==> src/flash_spi_pkg.sv <==
// Shared constants and types for the flash SPI command block
package flash_spi_pkg;
  localparam logic [7:0] CMD_WRITE = 8'h02;
  localparam logic [7:0] CMD_SECTOR_ERASE = 8'h20;
  localparam logic [7:0] CMD_FULL_ERASE = 8'h60;
  localparam logic [7:0] CMD_WRITE_ENABLE_SET_CMD_SET = 8'h06;
  localparam logic [7:0] CMD_WR_DISABLE = 8'h04;
  localparam logic [7:0] CMD_STATUS_READ = 8'h05;
  localparam logic [7:0] CMD_STATUS_WRITE = 8'h01;
  localparam int CMD_BITS = 8;
  localparam int WIDE_ADDR_BITS = 16;
  localparam int NARROW_ADDR_BITS = 8;
  localparam int WIDE_DATA_BITS = 16;
  localparam int NARROW_DATA_BITS = 8;
  localparam int FLASH_ADDR_BITS = 9;
  localparam int SECTOR_BIT = 8;
  localparam int STATUS_BITS = 8;
  localparam int ST_BUSY = 0;
  localparam int ST_WEN = 1;
  localparam int ST_BP_LO = 2;
  localparam int ST_BP_HI = 3;
  localparam logic [1:0] OP_WRITE = 2'h0;
  localparam logic [1:0] OP_SECTOR_ERASE = 2'h1;
  localparam logic [1:0] OP_FULL_ERASE = 2'h2;
  localparam int FIFO_DEPTH = 8;

  typedef struct packed {
    logic [1:0] op;
    logic [8:0] addr;
    logic [15:0] data;
  } flash_req_t;
  localparam int REQ_W = 27;
endpackage : flash_spi_pkg

==> src/flash_req_fifo.sv <==
// Request FIFO between the serial front end and the flash port
`timescale 1ns/1ns
module flash_req_fifo #(
  parameter int WIDTH = 27,
  parameter int DEPTH = 8
) (
  input wire logic i_sys_clk,
  input wire logic i_reset,
  input wire logic i_in_valid,
  output logic o_in_ready,
  input wire logic [WIDTH-1:0] i_in_data,
  output logic o_out_valid,
  input wire logic i_out_ready,
  output logic [WIDTH-1:0] o_out_data
);
  localparam int AW = $clog2(DEPTH);
  logic [WIDTH-1:0] mem_reg [DEPTH];
  logic [AW-1:0] wr_ptr_reg;
  logic [AW-1:0] rd_ptr_reg;
  logic [AW:0] count_reg;
  logic push;
  logic pop;

  assign o_in_ready = (count_reg != (AW+1)'(DEPTH));
  assign o_out_valid = (count_reg != '0);
  assign o_out_data = mem_reg[rd_ptr_reg];
  assign push = i_in_valid && o_in_ready;
  assign pop = o_out_valid && i_out_ready;

  always_ff @(posedge i_sys_clk) begin
    if (push) begin
      mem_reg[wr_ptr_reg] <= i_in_data;
    end
  end

  always_ff @(posedge i_sys_clk or posedge i_reset) begin
    if (i_reset) begin
      wr_ptr_reg <= '0;
      rd_ptr_reg <= '0;
      count_reg <= '0;
    end else begin
      if (push) begin
        wr_ptr_reg <= (wr_ptr_reg == AW'(DEPTH-1)) ? '0 : wr_ptr_reg + 1'b1;
      end
      if (pop) begin
        rd_ptr_reg <= (rd_ptr_reg == AW'(DEPTH-1)) ? '0 : rd_ptr_reg + 1'b1;
      end
      if (push && !pop) begin
        count_reg <= count_reg + 1'b1;
      end else if (pop && !push) begin
        count_reg <= count_reg - 1'b1;
      end
    end
  end
endmodule : flash_req_fifo

==> src/sync_2ff.sv <==
// Two flip-flop synchroniser for pin inputs
`timescale 1ns/1ns
module sync_2ff #(
  parameter int WIDTH = 3,
  parameter logic [WIDTH-1:0] RESET_VAL = '0
) (
  input wire logic i_sys_clk,
  input wire logic i_reset,
  input wire logic [WIDTH-1:0] i_async,
  output logic [WIDTH-1:0] o_sync
);
  logic [WIDTH-1:0] meta_reg;
  logic [WIDTH-1:0] sync_reg;

  always_ff @(posedge i_sys_clk or posedge i_reset) begin
    if (i_reset) begin
      meta_reg <= RESET_VAL;
      sync_reg <= RESET_VAL;
    end else begin
      meta_reg <= i_async;
      sync_reg <= meta_reg;
    end
  end

  assign o_sync = sync_reg;
endmodule : sync_2ff

==> src/flash_spi_write_erase_status.sv <==
// SPI slave command logic for user flash write, erase and status
`timescale 1ns/1ns
// Behaviour
// RULE1: Master writes only to erased FFFF words
// RULE2: All serial fields shift MSB first
// RULE3: Flash operation starts after chip select rises
// RULE4: Wide write: 02, 16-bit address, keep nine
// RULE5: Write command ignored while flash busy
// RULE6: Enable and protect check gates data stage
// RULE7: Wide write carries one 16-bit data word
// RULE8: Narrow write: 02, 8-bit address, byte
// RULE9: Sector erase 20 picks sector by bit eight
// RULE10: Sector erase needs enable, unprotected sector
// RULE11: Narrow sector erase always hits sector zero
// RULE12: Full erase 60 hits all variant sectors
// RULE13: Full erase needs enable, no protection
// RULE14: Busy flag held for whole flash cycle
// RULE15: Write enable cleared at power-up
// RULE16: Enable set by 06, cleared only by 04
// RULE17: After enable commands ignore input until deselect
// RULE18: Write disable 04 clears write enable
// RULE19: Read-only build: no status, no enable
// RULE20: Status read 05 repeats byte MSB first
// RULE21: While busy only status read is recognised
// RULE22: Status write 01 updates only protect bits
// RULE23: Status write needs exactly eight data bits
// RULE24: Protect 11 covers whole variant address range
// RULE25: Status bits: busy, enable, protect, zeros
// RULE26: Sample on rising, drive on falling clock
// RULE27: Invalid command ignored until chip select high
// RULE28: Protect codes 01 and 10 mean full protection
// RULE29: Serial output released when idle or deselected
module flash_spi_write_erase_status #(
  parameter bit WIDE_MODE = 1'b1,
  parameter bit READ_ONLY = 1'b0
) (
  input wire logic i_sys_clk,
  input wire logic i_reset,
  input wire logic i_spi_cs_n,
  input wire logic i_spi_sck,
  input wire logic i_spi_si,
  output logic o_spi_so,
  output logic o_spi_so_oe_n,
  input wire logic i_flash_busy,
  output logic o_flash_req_valid,
  input wire logic i_flash_req_ready,
  output flash_spi_pkg::flash_req_t o_flash_req,
  output logic [7:0] o_status
);
  typedef enum logic [6:0] {
    ST_CMD = 7'b0000001,
    ST_ADDR = 7'b0000010,
    ST_DATA = 7'b0000100,
    ST_SRD = 7'b0001000,
    ST_SWR = 7'b0010000,
    ST_WAIT = 7'b0100000,
    ST_SWR_DONE = 7'b1000000
  } spi_state_t;

  localparam int ADDR_BITS = WIDE_MODE ? flash_spi_pkg::WIDE_ADDR_BITS
                                       : flash_spi_pkg::NARROW_ADDR_BITS;
  localparam int DATA_BITS = WIDE_MODE ? flash_spi_pkg::WIDE_DATA_BITS
                                       : flash_spi_pkg::NARROW_DATA_BITS;

  logic [2:0] pins_sync;
  logic cs_n_s;
  logic sck_s;
  logic si_s;
  logic sck_prev_reg;
  logic cs_prev_reg;
  logic sck_rise;
  logic sck_fall;
  logic cs_rise;
  spi_state_t state_reg;
  logic [15:0] shift_reg;
  logic [4:0] bit_cnt_reg;
  logic [7:0] cmd_reg;
  logic [8:0] addr_reg;
  logic [15:0] data_reg;
  logic pend_reg;
  logic [1:0] pend_op_reg;
  logic wen_reg;
  logic bp_hi_reg;
  logic bp_lo_reg;
  logic busy_reg;
  logic [7:0] so_shift_reg;
  logic [2:0] so_cnt_reg;
  logic so_oe_n_reg;
  logic so_reg;
  logic q_valid_reg;
  flash_spi_pkg::flash_req_t q_data_reg;
  logic fifo_in_ready;
  logic fifo_out_valid;
  flash_spi_pkg::flash_req_t fifo_out_data;
  logic out_valid_reg;
  flash_spi_pkg::flash_req_t out_req_reg;
  logic [7:0] status_byte;
  logic protected_any;
  logic [15:0] shift_next;
  logic [4:0] bit_cnt_next;

  sync_2ff #(
    .WIDTH(3),
    .RESET_VAL(3'h5)
  ) u_sync (
    .i_sys_clk(i_sys_clk),
    .i_reset(i_reset),
    .i_async({i_spi_cs_n, i_spi_sck, i_spi_si}),
    .o_sync(pins_sync)
  );
  assign cs_n_s = pins_sync[2];
  assign sck_s = pins_sync[1];
  assign si_s = pins_sync[0];

  always_ff @(posedge i_sys_clk or posedge i_reset) begin
    if (i_reset) begin
      sck_prev_reg <= 1'b0;
      cs_prev_reg <= 1'b1;
    end else begin
      sck_prev_reg <= sck_s;
      cs_prev_reg <= cs_n_s;
    end
  end
  assign sck_rise = !cs_n_s && sck_s && !sck_prev_reg; // RULE26
  assign sck_fall = !cs_n_s && !sck_s && sck_prev_reg; // RULE26
  assign cs_rise = cs_n_s && !cs_prev_reg;

  // Any non-zero protect code protects everything
  assign protected_any = bp_hi_reg || bp_lo_reg; // RULE24 RULE28
  assign status_byte = {4'h0, bp_hi_reg, bp_lo_reg, wen_reg, busy_reg}; // RULE25
  assign shift_next = {shift_reg[14:0], si_s}; // RULE2
  assign bit_cnt_next = bit_cnt_reg + 5'h01;

  // Busy covers pending, queued and running flash work
  always_ff @(posedge i_sys_clk or posedge i_reset) begin
    if (i_reset) begin
      busy_reg <= 1'b0;
    end else begin
      busy_reg <= pend_reg || q_valid_reg || fifo_out_valid || out_valid_reg
                  || i_flash_busy; // RULE14
    end
  end

  // Serial command decoder
  always_ff @(posedge i_sys_clk or posedge i_reset) begin
    if (i_reset) begin
      state_reg <= ST_CMD;
      shift_reg <= 16'h0000;
      bit_cnt_reg <= 5'h00;
      cmd_reg <= 8'h00;
      addr_reg <= 9'h000;
      data_reg <= 16'h0000;
      pend_reg <= 1'b0;
      pend_op_reg <= flash_spi_pkg::OP_WRITE;
    end else if (cs_n_s) begin
      state_reg <= ST_CMD;
      bit_cnt_reg <= 5'h00;
      pend_reg <= 1'b0;
    end else if (sck_rise) begin
      shift_reg <= shift_next;
      bit_cnt_reg <= bit_cnt_next;
      case (state_reg)
        ST_CMD: begin
          if (bit_cnt_next == 5'(flash_spi_pkg::CMD_BITS)) begin
            bit_cnt_reg <= 5'h00;
            cmd_reg <= shift_next[7:0];
            state_reg <= ST_WAIT; // RULE27
            if (shift_next[7:0] == flash_spi_pkg::CMD_STATUS_READ
                && !READ_ONLY) begin
              state_reg <= ST_SRD;
            end else if (!busy_reg && !READ_ONLY) begin // RULE21 RULE19
              case (shift_next[7:0])
                flash_spi_pkg::CMD_WRITE: state_reg <= ST_ADDR; // RULE5
                flash_spi_pkg::CMD_SECTOR_ERASE: begin
                  if (WIDE_MODE) begin
                    state_reg <= ST_ADDR;
                  end else begin
                    addr_reg <= 9'h000; // RULE11
                    pend_reg <= wen_reg && !protected_any; // RULE10
                    pend_op_reg <= flash_spi_pkg::OP_SECTOR_ERASE;
                  end
                end
                flash_spi_pkg::CMD_FULL_ERASE: begin
                  addr_reg <= 9'h000;
                  pend_reg <= wen_reg && !protected_any; // RULE13
                  pend_op_reg <= flash_spi_pkg::OP_FULL_ERASE; // RULE12
                end
                flash_spi_pkg::CMD_STATUS_WRITE: state_reg <= ST_SWR;
                default: state_reg <= ST_WAIT; // RULE17
              endcase
            end
          end
        end
        ST_ADDR: begin
          if (bit_cnt_next == 5'(ADDR_BITS)) begin
            bit_cnt_reg <= 5'h00;
            // Only the low nine bits survive in wide mode
            addr_reg <= WIDE_MODE ? shift_next[8:0]
                                  : {1'b0, shift_next[7:0]}; // RULE4 RULE8
            if (cmd_reg == flash_spi_pkg::CMD_SECTOR_ERASE) begin
              state_reg <= ST_WAIT;
              pend_reg <= wen_reg && !protected_any; // RULE9 RULE10
              pend_op_reg <= flash_spi_pkg::OP_SECTOR_ERASE;
            end else if (wen_reg && !protected_any) begin // RULE6
              state_reg <= ST_DATA;
            end else begin
              state_reg <= ST_WAIT;
            end
          end
        end
        ST_DATA: begin
          if (bit_cnt_next == 5'(DATA_BITS)) begin // RULE7 RULE8
            data_reg <= WIDE_MODE ? shift_next : {8'hFF, shift_next[7:0]};
            pend_reg <= 1'b1;
            pend_op_reg <= flash_spi_pkg::OP_WRITE;
            state_reg <= ST_WAIT;
          end
        end
        ST_SWR: begin
          if (bit_cnt_next == 5'(flash_spi_pkg::STATUS_BITS)) begin
            data_reg <= {8'h00, shift_next[7:0]};
            state_reg <= ST_SWR_DONE;
          end
        end
        ST_SWR_DONE: state_reg <= ST_WAIT; // RULE23
        ST_SRD: state_reg <= ST_SRD; // RULE20
        ST_WAIT: state_reg <= ST_WAIT; // RULE17
        default: state_reg <= ST_WAIT;
      endcase
    end
  end

  // Enable and protect bits, frozen while busy
  always_ff @(posedge i_sys_clk or posedge i_reset) begin
    if (i_reset) begin
      wen_reg <= 1'b0; // RULE15
      bp_hi_reg <= 1'b0; // RULE22
      bp_lo_reg <= 1'b0;
    end else if (sck_rise && state_reg == ST_CMD && !busy_reg
                 && !READ_ONLY && bit_cnt_next == 5'(flash_spi_pkg::CMD_BITS)) begin
      if (shift_next[7:0] == flash_spi_pkg::CMD_WRITE_ENABLE_SET_CMD_SET) begin
        wen_reg <= 1'b1; // RULE16
      end else if (shift_next[7:0] == flash_spi_pkg::CMD_WR_DISABLE) begin
        wen_reg <= 1'b0; // RULE18
      end
    end else if (cs_rise && state_reg == ST_SWR_DONE && !busy_reg) begin
      bp_hi_reg <= data_reg[flash_spi_pkg::ST_BP_HI]; // RULE22 RULE23
      bp_lo_reg <= data_reg[flash_spi_pkg::ST_BP_LO];
    end
  end

  // Flash work is handed over only at deselect
  always_ff @(posedge i_sys_clk or posedge i_reset) begin
    if (i_reset) begin
      q_valid_reg <= 1'b0;
      q_data_reg <= '0;
    end else if (cs_rise && pend_reg) begin
      q_valid_reg <= 1'b1; // RULE3
      q_data_reg <= '{op: pend_op_reg, addr: addr_reg, data: data_reg}; // RULE1
    end else if (fifo_in_ready) begin
      q_valid_reg <= 1'b0;
    end
  end

  flash_req_fifo #(
    .WIDTH(flash_spi_pkg::REQ_W),
    .DEPTH(flash_spi_pkg::FIFO_DEPTH)
  ) u_fifo (
    .i_sys_clk(i_sys_clk),
    .i_reset(i_reset),
    .i_in_valid(q_valid_reg),
    .o_in_ready(fifo_in_ready),
    .i_in_data(q_data_reg),
    .o_out_valid(fifo_out_valid),
    .i_out_ready(!out_valid_reg || i_flash_req_ready),
    .o_out_data(fifo_out_data)
  );

  always_ff @(posedge i_sys_clk or posedge i_reset) begin
    if (i_reset) begin
      out_valid_reg <= 1'b0;
      out_req_reg <= '0;
    end else if (!out_valid_reg || i_flash_req_ready) begin
      out_valid_reg <= fifo_out_valid;
      out_req_reg <= fifo_out_data;
    end
  end

  // Status byte output on falling serial clock edges
  always_ff @(posedge i_sys_clk or posedge i_reset) begin
    if (i_reset) begin
      so_shift_reg <= 8'h00;
      so_cnt_reg <= 3'h0;
      so_oe_n_reg <= 1'b1;
      so_reg <= 1'b0;
    end else if (state_reg != ST_SRD || cs_n_s) begin
      so_oe_n_reg <= 1'b1; // RULE29
      so_cnt_reg <= 3'h0;
      so_shift_reg <= status_byte;
    end else if (sck_fall) begin
      so_oe_n_reg <= 1'b0;
      so_reg <= (so_cnt_reg == 3'h0) ? status_byte[7] : so_shift_reg[7]; // RULE20
      so_shift_reg <= (so_cnt_reg == 3'h0) ? {status_byte[6:0], 1'b0}
                                          : {so_shift_reg[6:0], 1'b0};
      so_cnt_reg <= so_cnt_reg + 3'h1;
    end
  end

  assign o_spi_so = so_reg;
  assign o_spi_so_oe_n = so_oe_n_reg;
  assign o_flash_req_valid = out_valid_reg;
  assign o_flash_req = out_req_reg;

  always_ff @(posedge i_sys_clk or posedge i_reset) begin
    if (i_reset) begin
      o_status <= 8'h00;
    end else begin
      o_status <= status_byte;
    end
  end
endmodule : flash_spi_write_erase_status

==> config.mk <==
export PLATFORM = sky130hd
export DESIGN_NAME = flash_spi_write_erase_status
export DESIGN_NICKNAME = d
export VERILOG_FILES = /design/src/flash_spi_pkg.sv /design/src/flash_req_fifo.sv /design/src/sync_2ff.sv /design/src/flash_spi_write_erase_status.sv
export SDC_FILE = /design/constraint.sdc
export NUM_CORES = 1
export LEC_CHECK = 0
export BUFFER_PORTS_ARGS = -buffer_cell sky130_fd_sc_hd__buf_2
export CAP_MARGIN = 20
export CORE_UTILIZATION = 50
export CTS_CLUSTER_DIAMETER = 50
export DETAILED_ROUTE_END_ITERATION = 10
export PLACE_DENSITY = 0.73
export SLEW_MARGIN = 20
export SYNTH_ARGS = -nofsm -noshare
export SYNTH_HDL_FRONTEND = slang
export SYNTH_HIERARCHICAL = 1
export SYNTH_SLANG_ARGS = --single-unit
export TNS_END_PERCENT = 1
==> constraint.sdc <==
create_clock -name i_sys_clk -period 10 [get_ports i_sys_clk]
set_input_delay 2 -clock i_sys_clk [delete_from_list [all_inputs] [get_ports i_sys_clk]]
set_output_delay 2 -clock i_sys_clk [all_outputs]
set_load 0.02 [all_outputs]
==> results.toml <==
[placement]
hpwl_um = 15300
dpl.cell_count = 1275
port-buffer-count = 40
gp_congestion = 0.796
placed_area_um2 = 15600

[grt]
grt_overflow = 0
grt_max_degree = 79
antenna_found_initial = 0
grt_pass1_wl_um = 44400
grt_usage = 0.190
grt_pass1_vias = 7791

[sta]
maxSlewViolCount = 0
rsz0062_at_grt = "no"
fin_tns_setup_ns = 0
hold_viol_final = 0
finalCriticalPeriod_ns = 3.82
finClkSkew_ns = 0.0284
period_share = 0.382
finalSetupViolations = 0
hold_ws_ns = 0.356
maxSlewHeadroom = 0.324
fmax_ghz = 0.262
worstMarginPinSlew_ns = 1.01

[clocking]
cts_sinks = 374
postCtsSetupRepairBufs = 0
hold_buffers = 0
cts-root-buf = "clkbuf_16"
cts_tree = "built"
ctsLongestPathBuffers = 3
cts_inserted_buffers = 40
ctsResizeCount = 0
cts.htree.levels = 2
clock_latency_ns = 0.54
path_clk_slew_ns = 0.06

[yosys]
postSynthCellCount = 872
yosysTopAreaCellShare = 0.432
syn_area_um2 = 15000
avgSynthCellArea_um2 = 17.2
synth-edff-count = 216
ys_async_sr_fraction = 0.422
synth.most_common_cell = "edfxtp_1"
synth_commonest_cells = "edfxtp_1, dfrtp_1, mux2_2, nand2_1, mux4_2"
synth.distinct_cells = 63
yosysSeqAreaShare = 0.696
synthFlopType = "edfxtp_1"
yosysTopAreaCell = "edfxtp_1"
ys_warn_count = 6
yosys-top-cells-area = "edfxtp_1, dfrtp_1, mux2_2"
synth-seq-cells = 374

[critical_path]
critical_path_arrival_ns = 4.22
cp_max_fo = 29
endpoint_kind = "flip-flop"
cp-start-kind = "primary input"
ff2ff_path_depth = 9
crit_type = "primary input to flip-flop"
required_ns = 10.40

[routing]
firstDrtPassIters = 4
drt-total-wl_um = 27600
vias_per_cell = 5.56
num_vias = 7496
drc = 0
ant_nets = 0
wl_per_cell_um = 20.4
drtIter0Drc = 515

[power]
leakagePower_nw = 5.84
p_per_area_nw_per_um2 = 189
peakVddDrop_uv = 138
power_mw = 3.20

[cells_and_area]
nFillCells = 2210
fin_nets = 945
fin_area_um2 = 17000
finalNonFillerCells = 1349
multiInputGateArea_um2 = 4300
seq_area_um2 = 10500
drive_gt1_frac = 0.325
num_antenna_cells = 0
area_growth_syn_to_layout_pct = 13.0
largest_reg_flops = 216

[worst_hold_path]
hold_path.class = "flip-flop to flip-flop"
whs_path_depth = 0

[die]
io_pins = 45
dieHeight_um = 175
rows = 63
die_x_um = 175
initial_core_util = 0.508
coreArea_um2 = 29600
die_area_um2 = 30700

[flow_run]
maxCapViolCount = 0

[status]
status = "complete, no violations"
-- logic make-up (layout without fill, tap and decap cells) --
kind of cell             after synthesis  after routing  share of synthesized area
buffers and inverters                 62            146                     0.0207
other                                  1              4                   0.000250
AND/OR/NAND/NOR                      159            159                     0.0545
AO/OA/AOI/OAI                         68             68                     0.0299
XOR/XNOR                               9              9                    0.00525
multiplexers                         188            188                      0.183
flip-flops                           374            374                      0.696
adder cells (fa/ha/maj)               11             11                    0.00967
-- per-stage QoR --
step	worst slack, ns	utilization
after global routing	6.04	0.574
after global placement	5.70	0.528
final	6.18	0.574
after detailed placement	5.64	0.529
after CTS	6.20	0.574
after floorplan	4.20	-
-- cell usage in the layout (no fill, tap or decap), types with 7 or more instances in the layout --
cell,count
nor3_1,11
o21ai_0,27
buf_2,40
nand2b_1,10
edfxtp_1,216
nor2_1,25
xnor2_1,7
dfrtp_1,148
clkbuf_16,41
or3_1,7
nand2_1,59
mux4_2,45
ha_1,10
buf_4,15
mux2i_1,14
mux2_2,114
inv_1,16
dfstp_2,7
a21oi_1,10
mux4_1,9
-- where the power goes --
part | switching [mW] | internal (mW)
combinational | 0.0402 | 0.0302
clock | 0.602 | 0.846
sequential | 0.0406 | 1.64
total | 0.683 | 2.52
-- metal layers --
metal | vias up | wire length [µm] | share of wire | track usage
li1 | 3434 | - | - | -
met1 | 3875 | 12000 | 0.44 | 0.256
met3 | 39 | 1000 | 0.036 | 0.0311
met5 | - | 0 | 0 | 0
met4 | 0 | 515 | 0.019 | 0.0522
met2 | 148 | 14100 | 0.51 | 0.321
-- critical path, stage by stage --
cell and delay, ns:
buf_2 0.07, nand2b_1 0.08, buf_4 0.38, o41ai_4 0.21, ha_1 0.29, inv_1 0.16
ha_1 0.31, or4_1 0.50, nand3_1 0.10, o221ai_1 0.10
-- cell type report --
type	count	share of cell area
flip-flops and latches	374	0.617
multi-input cells	439	0.254
clock buffers	51	0.0651
well taps	390	0.0288
repair buffers	55	0.0185
clock inverters	23	0.0131
inverters	17	0.00406
-- path summary, 6_finish.rpt --
| check | from | endpoint | slack, ns |
|---|---|---|---|
| max | i_flash_req_ready | u_fifo/count_reg[3]$_DFFE_PP0P_ | 6.18 |
| min | u_sync/meta_reg[2]$_DFF_PP1_ | u_sync/o_sync[2]$_DFF_PP1_ | 0.36 |
| max reg2reg | u_fifo/count_reg[0]$_DFFE_PP0P_ | u_fifo/count_reg[3]$_DFFE_PP0P_ | 7.06 |
| min reg2reg | u_sync/meta_reg[2]$_DFF_PP1_ | u_sync/o_sync[2]$_DFF_PP1_ | 0.36 |
| max in group asynchronous | i_reset | data_reg[0]$_DFFE_PP0P_ | 7.01 |
| min in group asynchronous | i_reset | u_sync/o_sync[1]$_DFF_PP0_ | 1.42 |
Power figures use the tool's default switching activity.
